[src/core/fci_pkg.sv]
// Constants shared by the four-channel filtered input block
package fci_pkg;
  // Clock and time base
  localparam int CLK_PERIOD_NS = 10;            // 100 MHz system clock
  localparam int US_NS         = 1000;          // One microsecond in ns
  localparam int US_DIV        = US_NS / CLK_PERIOD_NS;
  localparam int TICKER_W      = 32;            // Microsecond ticker width
  localparam int NCH           = 4;             // Input channels

  // Filter times in ns, as selected by the delay codes
  localparam int FLT_2US_NS    = 2000;
  localparam int FLT_4US_NS    = 4000;
  localparam int FLT_12US_NS   = 12000;
  localparam int FLT_86US_NS   = 86000;
  localparam int FLT_342US_NS  = 342000;
  localparam int FLT_2731US_NS = 2731000;
  // Least times, rounded up to whole cycles
  localparam int FLT_2US_CYC    = (FLT_2US_NS + CLK_PERIOD_NS - 1)
                                  / CLK_PERIOD_NS;
  localparam int FLT_4US_CYC    = (FLT_4US_NS + CLK_PERIOD_NS - 1)
                                  / CLK_PERIOD_NS;
  localparam int FLT_12US_CYC   = (FLT_12US_NS + CLK_PERIOD_NS - 1)
                                  / CLK_PERIOD_NS;
  localparam int FLT_86US_CYC   = (FLT_86US_NS + CLK_PERIOD_NS - 1)
                                  / CLK_PERIOD_NS;
  localparam int FLT_342US_CYC  = (FLT_342US_NS + CLK_PERIOD_NS - 1)
                                  / CLK_PERIOD_NS;
  localparam int FLT_2731US_CYC = (FLT_2731US_NS + CLK_PERIOD_NS - 1)
                                  / CLK_PERIOD_NS;
  localparam int FLT_CNT_W      = 20;           // Holds the longest count

  // Filter delay codes
  localparam logic [7:0] DLY_2US    = 8'h00;
  localparam logic [7:0] DLY_4US    = 8'h02;
  localparam logic [7:0] DLY_12US   = 8'h04;
  localparam logic [7:0] DLY_86US   = 8'h07;
  localparam logic [7:0] DLY_342US  = 8'h09;
  localparam logic [7:0] DLY_2731US = 8'h0c;

  // Diagnostic enable codes
  localparam logic [7:0] DIAGNOSTIC_ENABLE_OFF = 8'h00;
  localparam logic [7:0] DIAGNOSTIC_ENABLE_ON  = 8'h40;

  // Reset values of parameter bytes
  localparam logic [7:0] DIAGNOSTIC_ENABLE_RST = 8'h00;
  localparam logic [7:0] DLY_RST     = 8'h02;
  localparam logic [3:0] EDGE_EN_RST = 4'h0;

  // Record numbers
  localparam logic [7:0] REC_PARAM0   = 8'h00;  // Diag enable / short diag
  localparam logic [7:0] REC_PARAM1   = 8'h01;  // Delays / full diag
  localparam logic [7:0] REC_EDGE     = 8'h80;  // Edge enables
  localparam logic [7:0] REC_PROC_IRQ = 8'hf0;  // Process interrupt data

  // Byte positions inside records
  localparam logic [4:0] EB_RISE      = 5'h00;
  localparam logic [4:0] EB_FALL      = 5'h01;
  localparam logic [4:0] PB_CAUSE     = 5'h00;
  localparam logic [4:0] PB_SNAP      = 5'h01;
  localparam logic [4:0] PB_TS_HI     = 5'h02;  // Subindex 04h
  localparam logic [4:0] PB_TS_LO     = 5'h03;  // Subindex 05h
  localparam logic [4:0] DB_ERR_A     = 5'h00;
  localparam logic [4:0] DB_MODINFO   = 5'h01;
  localparam logic [4:0] DB_SPARE     = 5'h02;
  localparam logic [4:0] DB_ERR_D     = 5'h03;
  localparam logic [4:0] DB_CHKIND    = 5'h04;
  localparam logic [4:0] DB_DIAG_BITS_PER_CHANNEL    = 5'h05;
  localparam logic [4:0] DB_CHCOUNT   = 5'h06;
  localparam logic [4:0] DB_CHLOST    = 5'h07;
  localparam logic [4:0] DB_TS0       = 5'h10;  // Ticker bytes 16..19
  localparam logic [4:0] DIAG_LEN     = 5'h14;  // Full record, 20 bytes
  localparam logic [4:0] DIAG_SHORT   = 5'h04;  // Short record, 4 bytes

  // Fixed descriptor bytes
  localparam logic [7:0] MODINFO_VAL  = 8'h1f;
  localparam logic [7:0] CHKIND_VAL   = 8'h70;
  localparam logic [7:0] DIAG_BITS_PER_CHANNEL_VAL   = 8'h00;
  localparam logic [7:0] CHCOUNT_VAL  = 8'h04;

  // Error bit positions
  localparam int ERRA_MOD_FAIL = 0;
  localparam int ERRA_EXT_ERR  = 2;
  localparam int ERRA_CH_ERR   = 3;
  localparam int ERRD_OVF      = 3;
  localparam int ERRD_PI_LOST  = 6;
endpackage : fci_pkg

[src/core/fci_top.sv]
// Four-channel filtered digital input with process and diagnostic events
//
// Summary of operation
// - Diagnostics on only at 40h, off at 00h
// - Delay codes select 2 to 2731 us filters
// - Rising enable bits 0-3 per channel
// - Falling enable bits 0-3 per channel
// - Edges process irq; overflow, loss diagnostic
// - CANopen mode sends process data as emergency
// - Cause byte marks channels with edge
// - Snapshot filtered inputs at process interrupt
// - Free 32-bit microsecond ticker from zero, wraps
// - Low 16 ticker bits, high byte first
// - Enabled diagnostic cause raises incoming event
// - Going event once cause has gone
// - Channel events dropped during diagnostic window
// - Module fault on throughout diagnostic window
// - Record 01h full, record 00h four bytes
// - Fixed descriptors 1Fh, 70h, 00h, 04h
// - Error byte A: failure, external, channel
// - Error byte D: overflow bit 3, lost 6
// - Diagnostic timestamp holds full ticker
`timescale 1ns/1ps
`default_nettype none
module fci_top #(
  parameter int FLT_86US_CYC   = fci_pkg::FLT_86US_CYC,
  parameter int FLT_342US_CYC  = fci_pkg::FLT_342US_CYC,
  parameter int FLT_2731US_CYC = fci_pkg::FLT_2731US_CYC
) (
  // Clock and reset
  input  wire logic       CLOCK,
  input  wire logic       RESET,
  // Field inputs, asynchronous
  input  wire logic [3:0] INPUT_CHANNEL,
  // Filtered input state
  output logic [3:0]      IN_STATE,
  // Record access from the backplane
  input  wire logic [7:0] REC_NUM,
  input  wire logic [4:0] REC_BYTE,
  input  wire logic       REC_WR,
  input  wire logic [7:0] REC_WDATA,
  input  wire logic       REC_RD,
  output logic [7:0]      REC_RDATA,
  output logic            REC_RVALID,
  output logic            REC_ERR,
  // Process interrupt delivery
  input  wire logic       CANOPEN_SEL,
  input  wire logic       PIRQ_ACK,
  output logic            PIRQ_REQ,
  output logic            PIRQ_EMCY,
  output logic [31:0]     PIRQ_DATA,
  // Diagnostic events
  output logic            DIAG_INCOMING,
  output logic            DIAG_GOING,
  output logic            MODULE_FAULT_INDICATOR
);
  import fci_pkg::*;

  // All state below lives on CLOCK; only the field inputs cross domains,
  // and they pass the per-channel synchronisers before any use.

  // Parameter bytes
  logic [7:0]            diagnostic_enable_q;       // Raw enable byte
  logic [7:0]            channel_filter_delay_q [NCH]; // Delay codes
  logic [3:0]            rising_edge_irq_enable_q;  // Rising enables
  logic [3:0]            falling_edge_irq_enable_q; // Falling enables
  // Time base
  logic [6:0]            us_div_q;                  // Cycle divider
  logic                  us_tick;                   // One-cycle us pulse
  logic [TICKER_W-1:0]   ticker_q;                  // Microsecond ticker
  // Filter results
  logic [3:0]            filt_q;                    // Filtered levels
  logic [3:0]            filt_prev_q;               // Previous levels
  logic [3:0]            edge_evt;                  // Enabled edges
  // Process interrupt record
  logic                  pend_q;                    // Data awaits host
  logic [3:0]            irq_edge_cause_q;
  logic [3:0]            irq_input_snapshot_q;
  logic [15:0]           irq_timestamp_low16_q;
  // Diagnostic state
  logic                  pi_lost_q;                 // Process irq lost
  logic                  ovf_q;                     // Record overflow
  logic [3:0]            channel_edge_lost_q;
  logic                  diag_act_q;                // Window open
  logic [TICKER_W-1:0]   diag_timestamp_q;
  logic                  diag_on;
  logic                  diag_cause;
  logic                  slot_free;                 // May capture now
  logic                  loss;                      // Edge lost this cycle
  logic [7:0]            err_a;
  logic [7:0]            err_d;
  logic [7:0]            rd_mux;
  logic                  rd_ok;

  // Only the exact enable code turns diagnostics on
  assign diag_on = (diagnostic_enable_q == DIAGNOSTIC_ENABLE_ON);

  // Parameter writes; the host is trusted to write the enable in STOP
  always_ff @(posedge CLOCK or posedge RESET) begin
    if (RESET) begin
      diagnostic_enable_q       <= DIAGNOSTIC_ENABLE_RST;
      rising_edge_irq_enable_q  <= EDGE_EN_RST;
      falling_edge_irq_enable_q <= EDGE_EN_RST;
      for (int i = 0; i < NCH; i++) begin
        channel_filter_delay_q[i] <= DLY_RST;
      end
    end else if (REC_WR) begin
      // Record 00h carries only the enable byte
      if (REC_NUM == REC_PARAM0 && REC_BYTE == 5'h00) begin
        diagnostic_enable_q <= REC_WDATA;
      end
      // Record 01h carries the four delay codes
      if (REC_NUM == REC_PARAM1 && REC_BYTE < 5'(NCH)) begin
        channel_filter_delay_q[REC_BYTE[1:0]] <= REC_WDATA;
      end
      // Reserved enable bits are not stored
      if (REC_NUM == REC_EDGE && REC_BYTE == EB_RISE) begin
        rising_edge_irq_enable_q <= REC_WDATA[3:0];
      end
      if (REC_NUM == REC_EDGE && REC_BYTE == EB_FALL) begin
        falling_edge_irq_enable_q <= REC_WDATA[3:0];
      end
    end
  end

  // Divider gives the one-microsecond enable
  // A pulse, not a derived clock, so the whole block stays on one clock
  always_ff @(posedge CLOCK or posedge RESET) begin
    if (RESET) begin
      us_div_q <= 7'h00;
    end else if (us_div_q == 7'(US_DIV - 1)) begin
      us_div_q <= 7'h00;
    end else begin
      us_div_q <= us_div_q + 7'h01;
    end
  end
  assign us_tick = (us_div_q == 7'(US_DIV - 1));

  // Ticker starts at zero and wraps naturally past all ones
  always_ff @(posedge CLOCK or posedge RESET) begin
    if (RESET) begin
      ticker_q <= '0;
    end else if (us_tick) begin
      ticker_q <= ticker_q + 32'h00000001;
    end
  end

  // Delay code to cycle count; illegal codes fall back to 4 us
  function automatic logic [FLT_CNT_W-1:0] dly_cycles(input logic [7:0] c);
    unique case (c)
      DLY_2US:    dly_cycles = FLT_CNT_W'(FLT_2US_CYC);
      DLY_4US:    dly_cycles = FLT_CNT_W'(FLT_4US_CYC);
      DLY_12US:   dly_cycles = FLT_CNT_W'(FLT_12US_CYC);
      DLY_86US:   dly_cycles = FLT_CNT_W'(FLT_86US_CYC);
      DLY_342US:  dly_cycles = FLT_CNT_W'(FLT_342US_CYC);
      DLY_2731US: dly_cycles = FLT_CNT_W'(FLT_2731US_CYC);
      default:    dly_cycles = FLT_CNT_W'(FLT_4US_CYC);
    endcase
  endfunction : dly_cycles

  // Per-channel synchroniser and stability filter
  // Both edge directions use the same delay; a glitch shorter than the
  // delay restarts the count and never reaches the edge logic
  for (genvar g = 0; g < NCH; g++) begin : g_ch
    logic [2:0]           sync_q;  // Three-stage synchroniser
    logic [FLT_CNT_W-1:0] cnt_q;   // Stable-time counter
    logic [FLT_CNT_W-1:0] lim;     // Selected delay

    assign lim = dly_cycles(channel_filter_delay_q[g]);

    // Synchroniser chain; stage 0 is read only by stage 1
    always_ff @(posedge CLOCK or posedge RESET) begin
      if (RESET) begin
        sync_q <= 3'h0;
      end else begin
        sync_q <= {sync_q[1:0], INPUT_CHANNEL[g]};
      end
    end

    // New level counts only while sync_q[1] and sync_q[2] agree
    always_ff @(posedge CLOCK or posedge RESET) begin
      if (RESET) begin
        cnt_q     <= '0;
        filt_q[g] <= 1'b0;
      end else if (sync_q[1] != sync_q[2] || sync_q[2] == filt_q[g]) begin
        // Glitch or no change: restart the stability count
        cnt_q <= '0;
      end else if (cnt_q + 1'b1 >= lim) begin
        // Stable for the whole delay: accept the level
        cnt_q     <= '0;
        filt_q[g] <= sync_q[2];
      end else begin
        cnt_q <= cnt_q + 1'b1;
      end
    end
  end

  // Edge history on the filtered levels
  always_ff @(posedge CLOCK or posedge RESET) begin
    if (RESET) begin
      filt_prev_q <= 4'h0;
    end else begin
      filt_prev_q <= filt_q;
    end
  end

  // Enabled edges per channel
  assign edge_evt = (filt_q & ~filt_prev_q & rising_edge_irq_enable_q)
                  | (~filt_q & filt_prev_q & falling_edge_irq_enable_q);

  // An acknowledge in the same cycle frees the slot for a new edge
  assign slot_free = !pend_q || PIRQ_ACK;
  // Edges inside the diagnostic window are simply dropped
  assign loss = !diag_act_q && (edge_evt != 4'h0) && !slot_free;

  // Process interrupt capture
  always_ff @(posedge CLOCK or posedge RESET) begin
    if (RESET) begin
      pend_q                <= 1'b0;
      irq_edge_cause_q      <= 4'h0;
      irq_input_snapshot_q  <= 4'h0;
      irq_timestamp_low16_q <= 16'h0000;
    end else if (!diag_act_q && edge_evt != 4'h0 && slot_free) begin
      // New capture wins over an acknowledge in the same cycle
      pend_q                <= 1'b1;
      irq_edge_cause_q      <= edge_evt;
      irq_input_snapshot_q  <= filt_q;
      irq_timestamp_low16_q <= ticker_q[15:0];
    end else if (PIRQ_ACK) begin
      pend_q <= 1'b0;
    end
  end

  // Loss flags; a loss sets the lost flags, a loss while pi_lost_q is set also sets ovf_q; an acknowledge clears them
  // A loss cannot meet an acknowledge: the acknowledge frees the slot first
  always_ff @(posedge CLOCK or posedge RESET) begin
    if (RESET) begin
      pi_lost_q           <= 1'b0;
      ovf_q               <= 1'b0;
      channel_edge_lost_q <= 4'h0;
    end else if (loss) begin
      pi_lost_q           <= 1'b1;
      ovf_q               <= ovf_q | pi_lost_q;
      channel_edge_lost_q <= channel_edge_lost_q | edge_evt;
    end else if (PIRQ_ACK) begin
      // Host has drained the pending data: causes are gone
      pi_lost_q           <= 1'b0;
      ovf_q               <= 1'b0;
      channel_edge_lost_q <= 4'h0;
    end
  end

  // Both causes are fixed diagnostics with no per-cause mask
  assign diag_cause = pi_lost_q || ovf_q;

  // Diagnostic window: incoming opens, going closes it
  always_ff @(posedge CLOCK or posedge RESET) begin
    if (RESET) begin
      diag_act_q       <= 1'b0;
      DIAG_INCOMING    <= 1'b0;
      DIAG_GOING       <= 1'b0;
      diag_timestamp_q <= '0;
    end else begin
      DIAG_INCOMING <= 1'b0;
      DIAG_GOING    <= 1'b0;
      if (!diag_act_q && diag_on && diag_cause) begin
        diag_act_q       <= 1'b1;
        DIAG_INCOMING    <= 1'b1;
        diag_timestamp_q <= ticker_q;
      end else if (diag_act_q && (!diag_cause || !diag_on)) begin
        diag_act_q <= 1'b0;
        DIAG_GOING <= 1'b1;
      end
    end
  end

  // Fault indicator follows the open window
  assign MODULE_FAULT_INDICATOR = diag_act_q;

  // Error summary bytes
  always_comb begin
    err_a = 8'h00;
    err_a[ERRA_MOD_FAIL] = diag_act_q;
    err_a[ERRA_EXT_ERR]  = 1'b0;
    err_a[ERRA_CH_ERR]   = channel_edge_lost_q != 4'h0;
    err_d = 8'h00;
    err_d[ERRD_OVF]      = ovf_q;
    err_d[ERRD_PI_LOST]  = pi_lost_q;
  end

  // Read multiplexer over all readable records
  always_comb begin
    rd_mux = 8'h00;
    rd_ok  = 1'b1;
    if ((REC_NUM == REC_PARAM1 && REC_BYTE < DIAG_LEN)
        || (REC_NUM == REC_PARAM0 && REC_BYTE < DIAG_SHORT)) begin
      // Diagnostic record
      if (REC_BYTE >= DB_TS0) begin
        rd_mux = diag_timestamp_q[8*(REC_BYTE[1:0]) +: 8];
      end else begin
        unique case (REC_BYTE)
          DB_ERR_A:   rd_mux = err_a;
          DB_MODINFO: rd_mux = MODINFO_VAL;
          DB_SPARE:   rd_mux = 8'h00;
          DB_ERR_D:   rd_mux = err_d;
          DB_CHKIND:  rd_mux = CHKIND_VAL;
          DB_DIAG_BITS_PER_CHANNEL:  rd_mux = DIAG_BITS_PER_CHANNEL_VAL;
          DB_CHCOUNT: rd_mux = CHCOUNT_VAL;
          DB_CHLOST:  rd_mux = {4'h0, channel_edge_lost_q};
          default:    rd_mux = 8'h00; // Spare channel bytes
        endcase
      end
    end else if (REC_NUM == REC_EDGE && REC_BYTE == EB_RISE) begin
      rd_mux = {4'h0, rising_edge_irq_enable_q};
    end else if (REC_NUM == REC_EDGE && REC_BYTE == EB_FALL) begin
      rd_mux = {4'h0, falling_edge_irq_enable_q};
    end else if (REC_NUM == REC_PROC_IRQ && REC_BYTE <= PB_TS_LO) begin
      // Process interrupt record, timestamp high byte first
      unique case (REC_BYTE[1:0])
        PB_CAUSE[1:0]: rd_mux = {4'h0, irq_edge_cause_q};
        PB_SNAP[1:0]:  rd_mux = {4'h0, irq_input_snapshot_q};
        PB_TS_HI[1:0]: rd_mux = irq_timestamp_low16_q[15:8];
        PB_TS_LO[1:0]: rd_mux = irq_timestamp_low16_q[7:0];
      endcase
    end else begin
      rd_ok = 1'b0;
    end
  end

  // Read answer one cycle after the strobe; unknown places flag an error
  // Registering the data keeps it steady while the host picks it up
  always_ff @(posedge CLOCK or posedge RESET) begin
    if (RESET) begin
      REC_RDATA  <= 8'h00;
      REC_RVALID <= 1'b0;
      REC_ERR    <= 1'b0;
    end else begin
      REC_RVALID <= REC_RD;
      REC_ERR    <= 1'b0;
      if (REC_RD) begin
        REC_RDATA <= rd_ok ? rd_mux : 8'h00;
        REC_ERR   <= !rd_ok;
      end else if (REC_WR) begin
        // Only parameter places take writes
        REC_ERR <= !((REC_NUM == REC_PARAM0 && REC_BYTE == 5'h00)
                  || (REC_NUM == REC_PARAM1 && REC_BYTE < 5'(NCH))
                  || (REC_NUM == REC_EDGE && REC_BYTE <= EB_FALL));
      end
    end
  end

  // Outgoing process data and input state registers
  always_ff @(posedge CLOCK or posedge RESET) begin
    if (RESET) begin
      PIRQ_DATA <= 32'h00000000;
      IN_STATE  <= 4'h0;
    end else begin
      PIRQ_DATA <= {4'h0, irq_edge_cause_q, 4'h0, irq_input_snapshot_q,
                    irq_timestamp_low16_q};
      IN_STATE  <= filt_q;
    end
  end

  // Delivery path chosen by the backplane kind
  // Only one of the two requests is ever high for a pending record
  assign PIRQ_EMCY = pend_q && CANOPEN_SEL;
  assign PIRQ_REQ  = pend_q && !CANOPEN_SEL;
endmodule : fci_top
`default_nettype wire

[config.mk]
export PLATFORM = sky130hd
export DESIGN_NAME = fci_top
export DESIGN_NICKNAME = d
export VERILOG_FILES = /design/src/core/fci_pkg.sv /design/src/core/fci_top.sv
export SDC_FILE = /design/constraint.sdc
export NUM_CORES = 1
export LEC_CHECK = 0
export CORE_ASPECT_RATIO = 0.5
export CORE_MARGIN = 2
export CORE_UTILIZATION = 35
export DETAILED_ROUTE_END_ITERATION = 7
export DONT_BUFFER_PORTS = 1
export PLACE_DENSITY = 0.52
export SKIP_LAST_GASP = 1
export SLEW_MARGIN = 20
export SYNTH_ARGS = -nofsm -noshare
export SYNTH_HDL_FRONTEND = slang
export SYNTH_SLANG_ARGS = --single-unit
[constraint.sdc]
create_clock -name CLOCK -period 8 [get_ports CLOCK]
set_input_delay 0.8 -clock CLOCK [delete_from_list [all_inputs] [get_ports CLOCK]]
set_output_delay 0.8 -clock CLOCK [all_outputs]
set_load 0.005 [all_outputs]
==> results.yml <==
outcome:
  status: "completed"
die:
  die_w_microns: 291
  io-pin-count: 82
  core_area_sq_um: 40500
  fp.dieH_microns: 147
  initial_core_util_pct: 35.6
  die_area_sq_um: 42900
  rows: 52
cts:
  cts_setup_buffers: 0
  post_cts_resized: 0
  root_buffer: "clkbuf_16"
  tritoncts: "done"
  cts_sinks: 287
  cts_buffers: 28
  path_clk_slew_ns: 0.07
  cts_htree_levels: 1
  cts_buffer_depth: 3
  postCtsHoldBufs: 0
  clock_latency_ns: 0.57
routing:
  detail_route.wl_per_cell_microns: 17.6
  vias_per_cell: 5.27
  totalWireLength_microns: 32800
  post-route-drc-count: 0
  ant_nets: 0
  first_pass_iters: 6
  num_vias: 9788
  first_iter_violations: 636
timing:
  max_slew.worst_pin.slew_ns: 0.871
  clock.fmax_ghz: 0.265
  drv_slew: 0
  post-route-period-util_pct: 47.2
  skew_ns: 0.0190
  finalCriticalPeriod_ns: 3.78
  hold_viol_final: 0
  relSlewSlack_pct: 41.8
  tns_ns: 0
  rsz0062_at_grt: "false"
  hold-worst-slack_ns: 0.248
  setup_viol: 0
yosys:
  async_reset_ff_share_pct: 100
  synth.avg_cell_area_sq_um: 11.2
  syn_area_sq_um: 14400
  synth-seq-area-share_pct: 49.9
  synth_cells: 1286
  yosysUniqueCellTypes: 77
  synth-edff-count: 0
  yosys_warnings: 0
  synth_flop_cell: "dfrtp_1"
  synth_seq_cells: 287
layout:
  syn2layout_area_growth_pct: 10.6
  drive_gt1_share_pct: 15.3
  layout_commonest_cell: "dfrtp_1"
  fin_area_sq_um: 15900
  nets: 1382
  layout.cells.non_filler: 1858
  final_cell_mix: "283 x dfrtp_1, 102 x mux2_2, 92 x nor2_1"
worst_setup_path:
  arrival_ns: 4.19
  start_kind: "register"
  path_cells: "nor4_1 > and2_1 > nand3_1 > ha_1 > and4_1 > nor4b_1 > nor3_1 > a21oi_1 > a21boi_2 > o211ai_2 > nor2b_1"
  cp.required_ns: 8.41
  slowest_delay_ns: 0.73
  crit_slowest_cell: "nor4_1"
  path_max_fanout: 18
  cp-end-kind: "register"
  critPathKind: "reg2reg"
place:
  place_area_sq_um: 15000
  hpwl_microns: 23100
  io_buffers: 0
  place_inst: 1806
  gp_congestion: 0.868
worst_hold_path:
  hp-class: "in2async"
grt:
  grt_usage_pct: 15.4
  grt_overflow: 0
  grt_first_pass_wirelength_microns: 53900
  grt_pass1_vias: 9959
  grt_max_degree: 147
  antenna_found_initial: 1
power:
  peakVddDrop_mv: 0.152
  power.leakage_nw: 7.25
  power_mw: 2.92
  power_density_nw_per_um2: 183
job:
  cap_violations: 0
-- cell type report --
class                           instances  area [sq um]
Clock buffer                           35           777
Timing Repair Buffer                    7          65.1
Fill cell                            3886         24500
Inverter                               41           158
Tap cell                              540           676
Antenna cell                            1          2.50
Sequential cell                       287          7190
Multi-Input combinational cell        932          6900
Clock inverter                         15           159
-- power by group --
group / internal [mW] / leakage, nW / total (mW) / switching, mW
registers: 1.47 / 3.88 / 1.49 / 0.0225
clock network: 0.756 / 0.463 / 1.34 / 0.586
logic: 0.0256 / 2.91 / 0.0803 / 0.0547
-- metal layers --
layer  part of all wire, %  GRT usage (%)  routed length (microns)
met1                    45           20.3                    14900
met2                    49           26.8                    16000
met3                   3.0           2.42                      985
met4                   2.5           4.07                      830
met5                     0              0                        0
-- per-stage QoR --
step	setup WS, ns	util, %
4_1_cts	4.14	39.3
3_3_place_gp	4.29	37.0
6_report	4.22	39.3
5_1_grt	3.86	39.3
2_1_floorplan	3.40	-
3_5_place_dp	4.13	37.0
-- synth_stat cells, types with 5 or more instances --
cell / number / area share, %
nor2b_1: 38 / 1.7
and4_1: 15 / 0.91
o21ai_0: 37 / 1.3
and2_1: 15 / 0.65
nand3_1: 66 / 2.3
clkbuf_1: 15 / 0.39
nor3b_1: 16 / 0.83
dfrtp_1: 283 / 49
mux2_1: 5 / 0.39
nand3b_1: 13 / 0.68
and3_1: 25 / 1.1
a41oi_1: 5 / 0.30
o21a_1: 14 / 0.73
o221ai_1: 5 / 0.30
mux4_2: 12 / 1.9
xnor2_1: 70 / 4.3
mux2_2: 102 / 8.0
a21oi_1: 22 / 0.76
a211oi_1: 5 / 0.26
o41ai_1: 5 / 0.30
mux2i_1: 7 / 0.49
nor3_1: 24 / 0.83
buf_4: 8 / 0.42
a31oi_1: 10 / 0.43
nand2_1: 87 / 2.3
buf_2: 10 / 0.35
inv_1: 41 / 1.1
nor4_1: 17 / 0.74
xor2_1: 33 / 2.0
ha_1: 54 / 4.7
or3_1: 6 / 0.26
nand2b_1: 6 / 0.26
nor2_1: 92 / 2.4
o211ai_1: 11 / 0.57
o22ai_1: 5 / 0.22
nand4_1: 27 / 1.2
-- sequential cells by signal, indices dropped and copies added (netlist names), 7 cells and up --
name	flops
g_ch.cnt_q	80
diag_timestamp_q	32
channel_filter_delay_q	32
diagnostic_enable_q	8
g_ch.sync_q	12
ticker_q	32
us_div_q	7
irq_timestamp_low16_q	16
REC_RDATA	8
PIRQ_DATA	24
-- worst max-delay path, delay by kind of cell, from the launching register on --
kind | cells | cell delay [ns]
fa+ha+maj | 1 | 0.42
flops | 1 | 0.37
simple gates | 7 | 1.88
compound gates | 3 | 0.97
-- cells by family (layout without fill, tap and decap cells) --
kind of cell    count (synthesis)  after routing  share of synthesized area, %
xor+xnor                      103            103                          6.27
fa+ha+maj                      54             54                          4.69
compound gates                154            154                          7.23
buf+inv                        78             98                          2.43
other cells                     1             13                        0.0260
flops                         287            287                          49.9
simple gates                  483            483                          18.7
mux                           126            126                          10.7
-- final timing paths --
kind                       depth (start not counted)                        from  slack, ns           endpoint
setup / recovery                                  11  channel_filter_delay_q[21]       4.22   g_ch[1].cnt_q[4]
hold / removal                                     1                       RESET       0.25        us_div_q[1]
setup reg to reg                                  11  channel_filter_delay_q[21]       4.22   g_ch[1].cnt_q[4]
hold reg to reg                                    0           g_ch[3].sync_q[0]       0.35  g_ch[3].sync_q[1]
max in group asynchronous                          3                       RESET       5.86  g_ch[1].cnt_q[18]
min in group CLOCK                                 0            INPUT_CHANNEL[3]       0.25  g_ch[3].sync_q[0]
No activity file was read; power rests on OpenSTA's default activity.
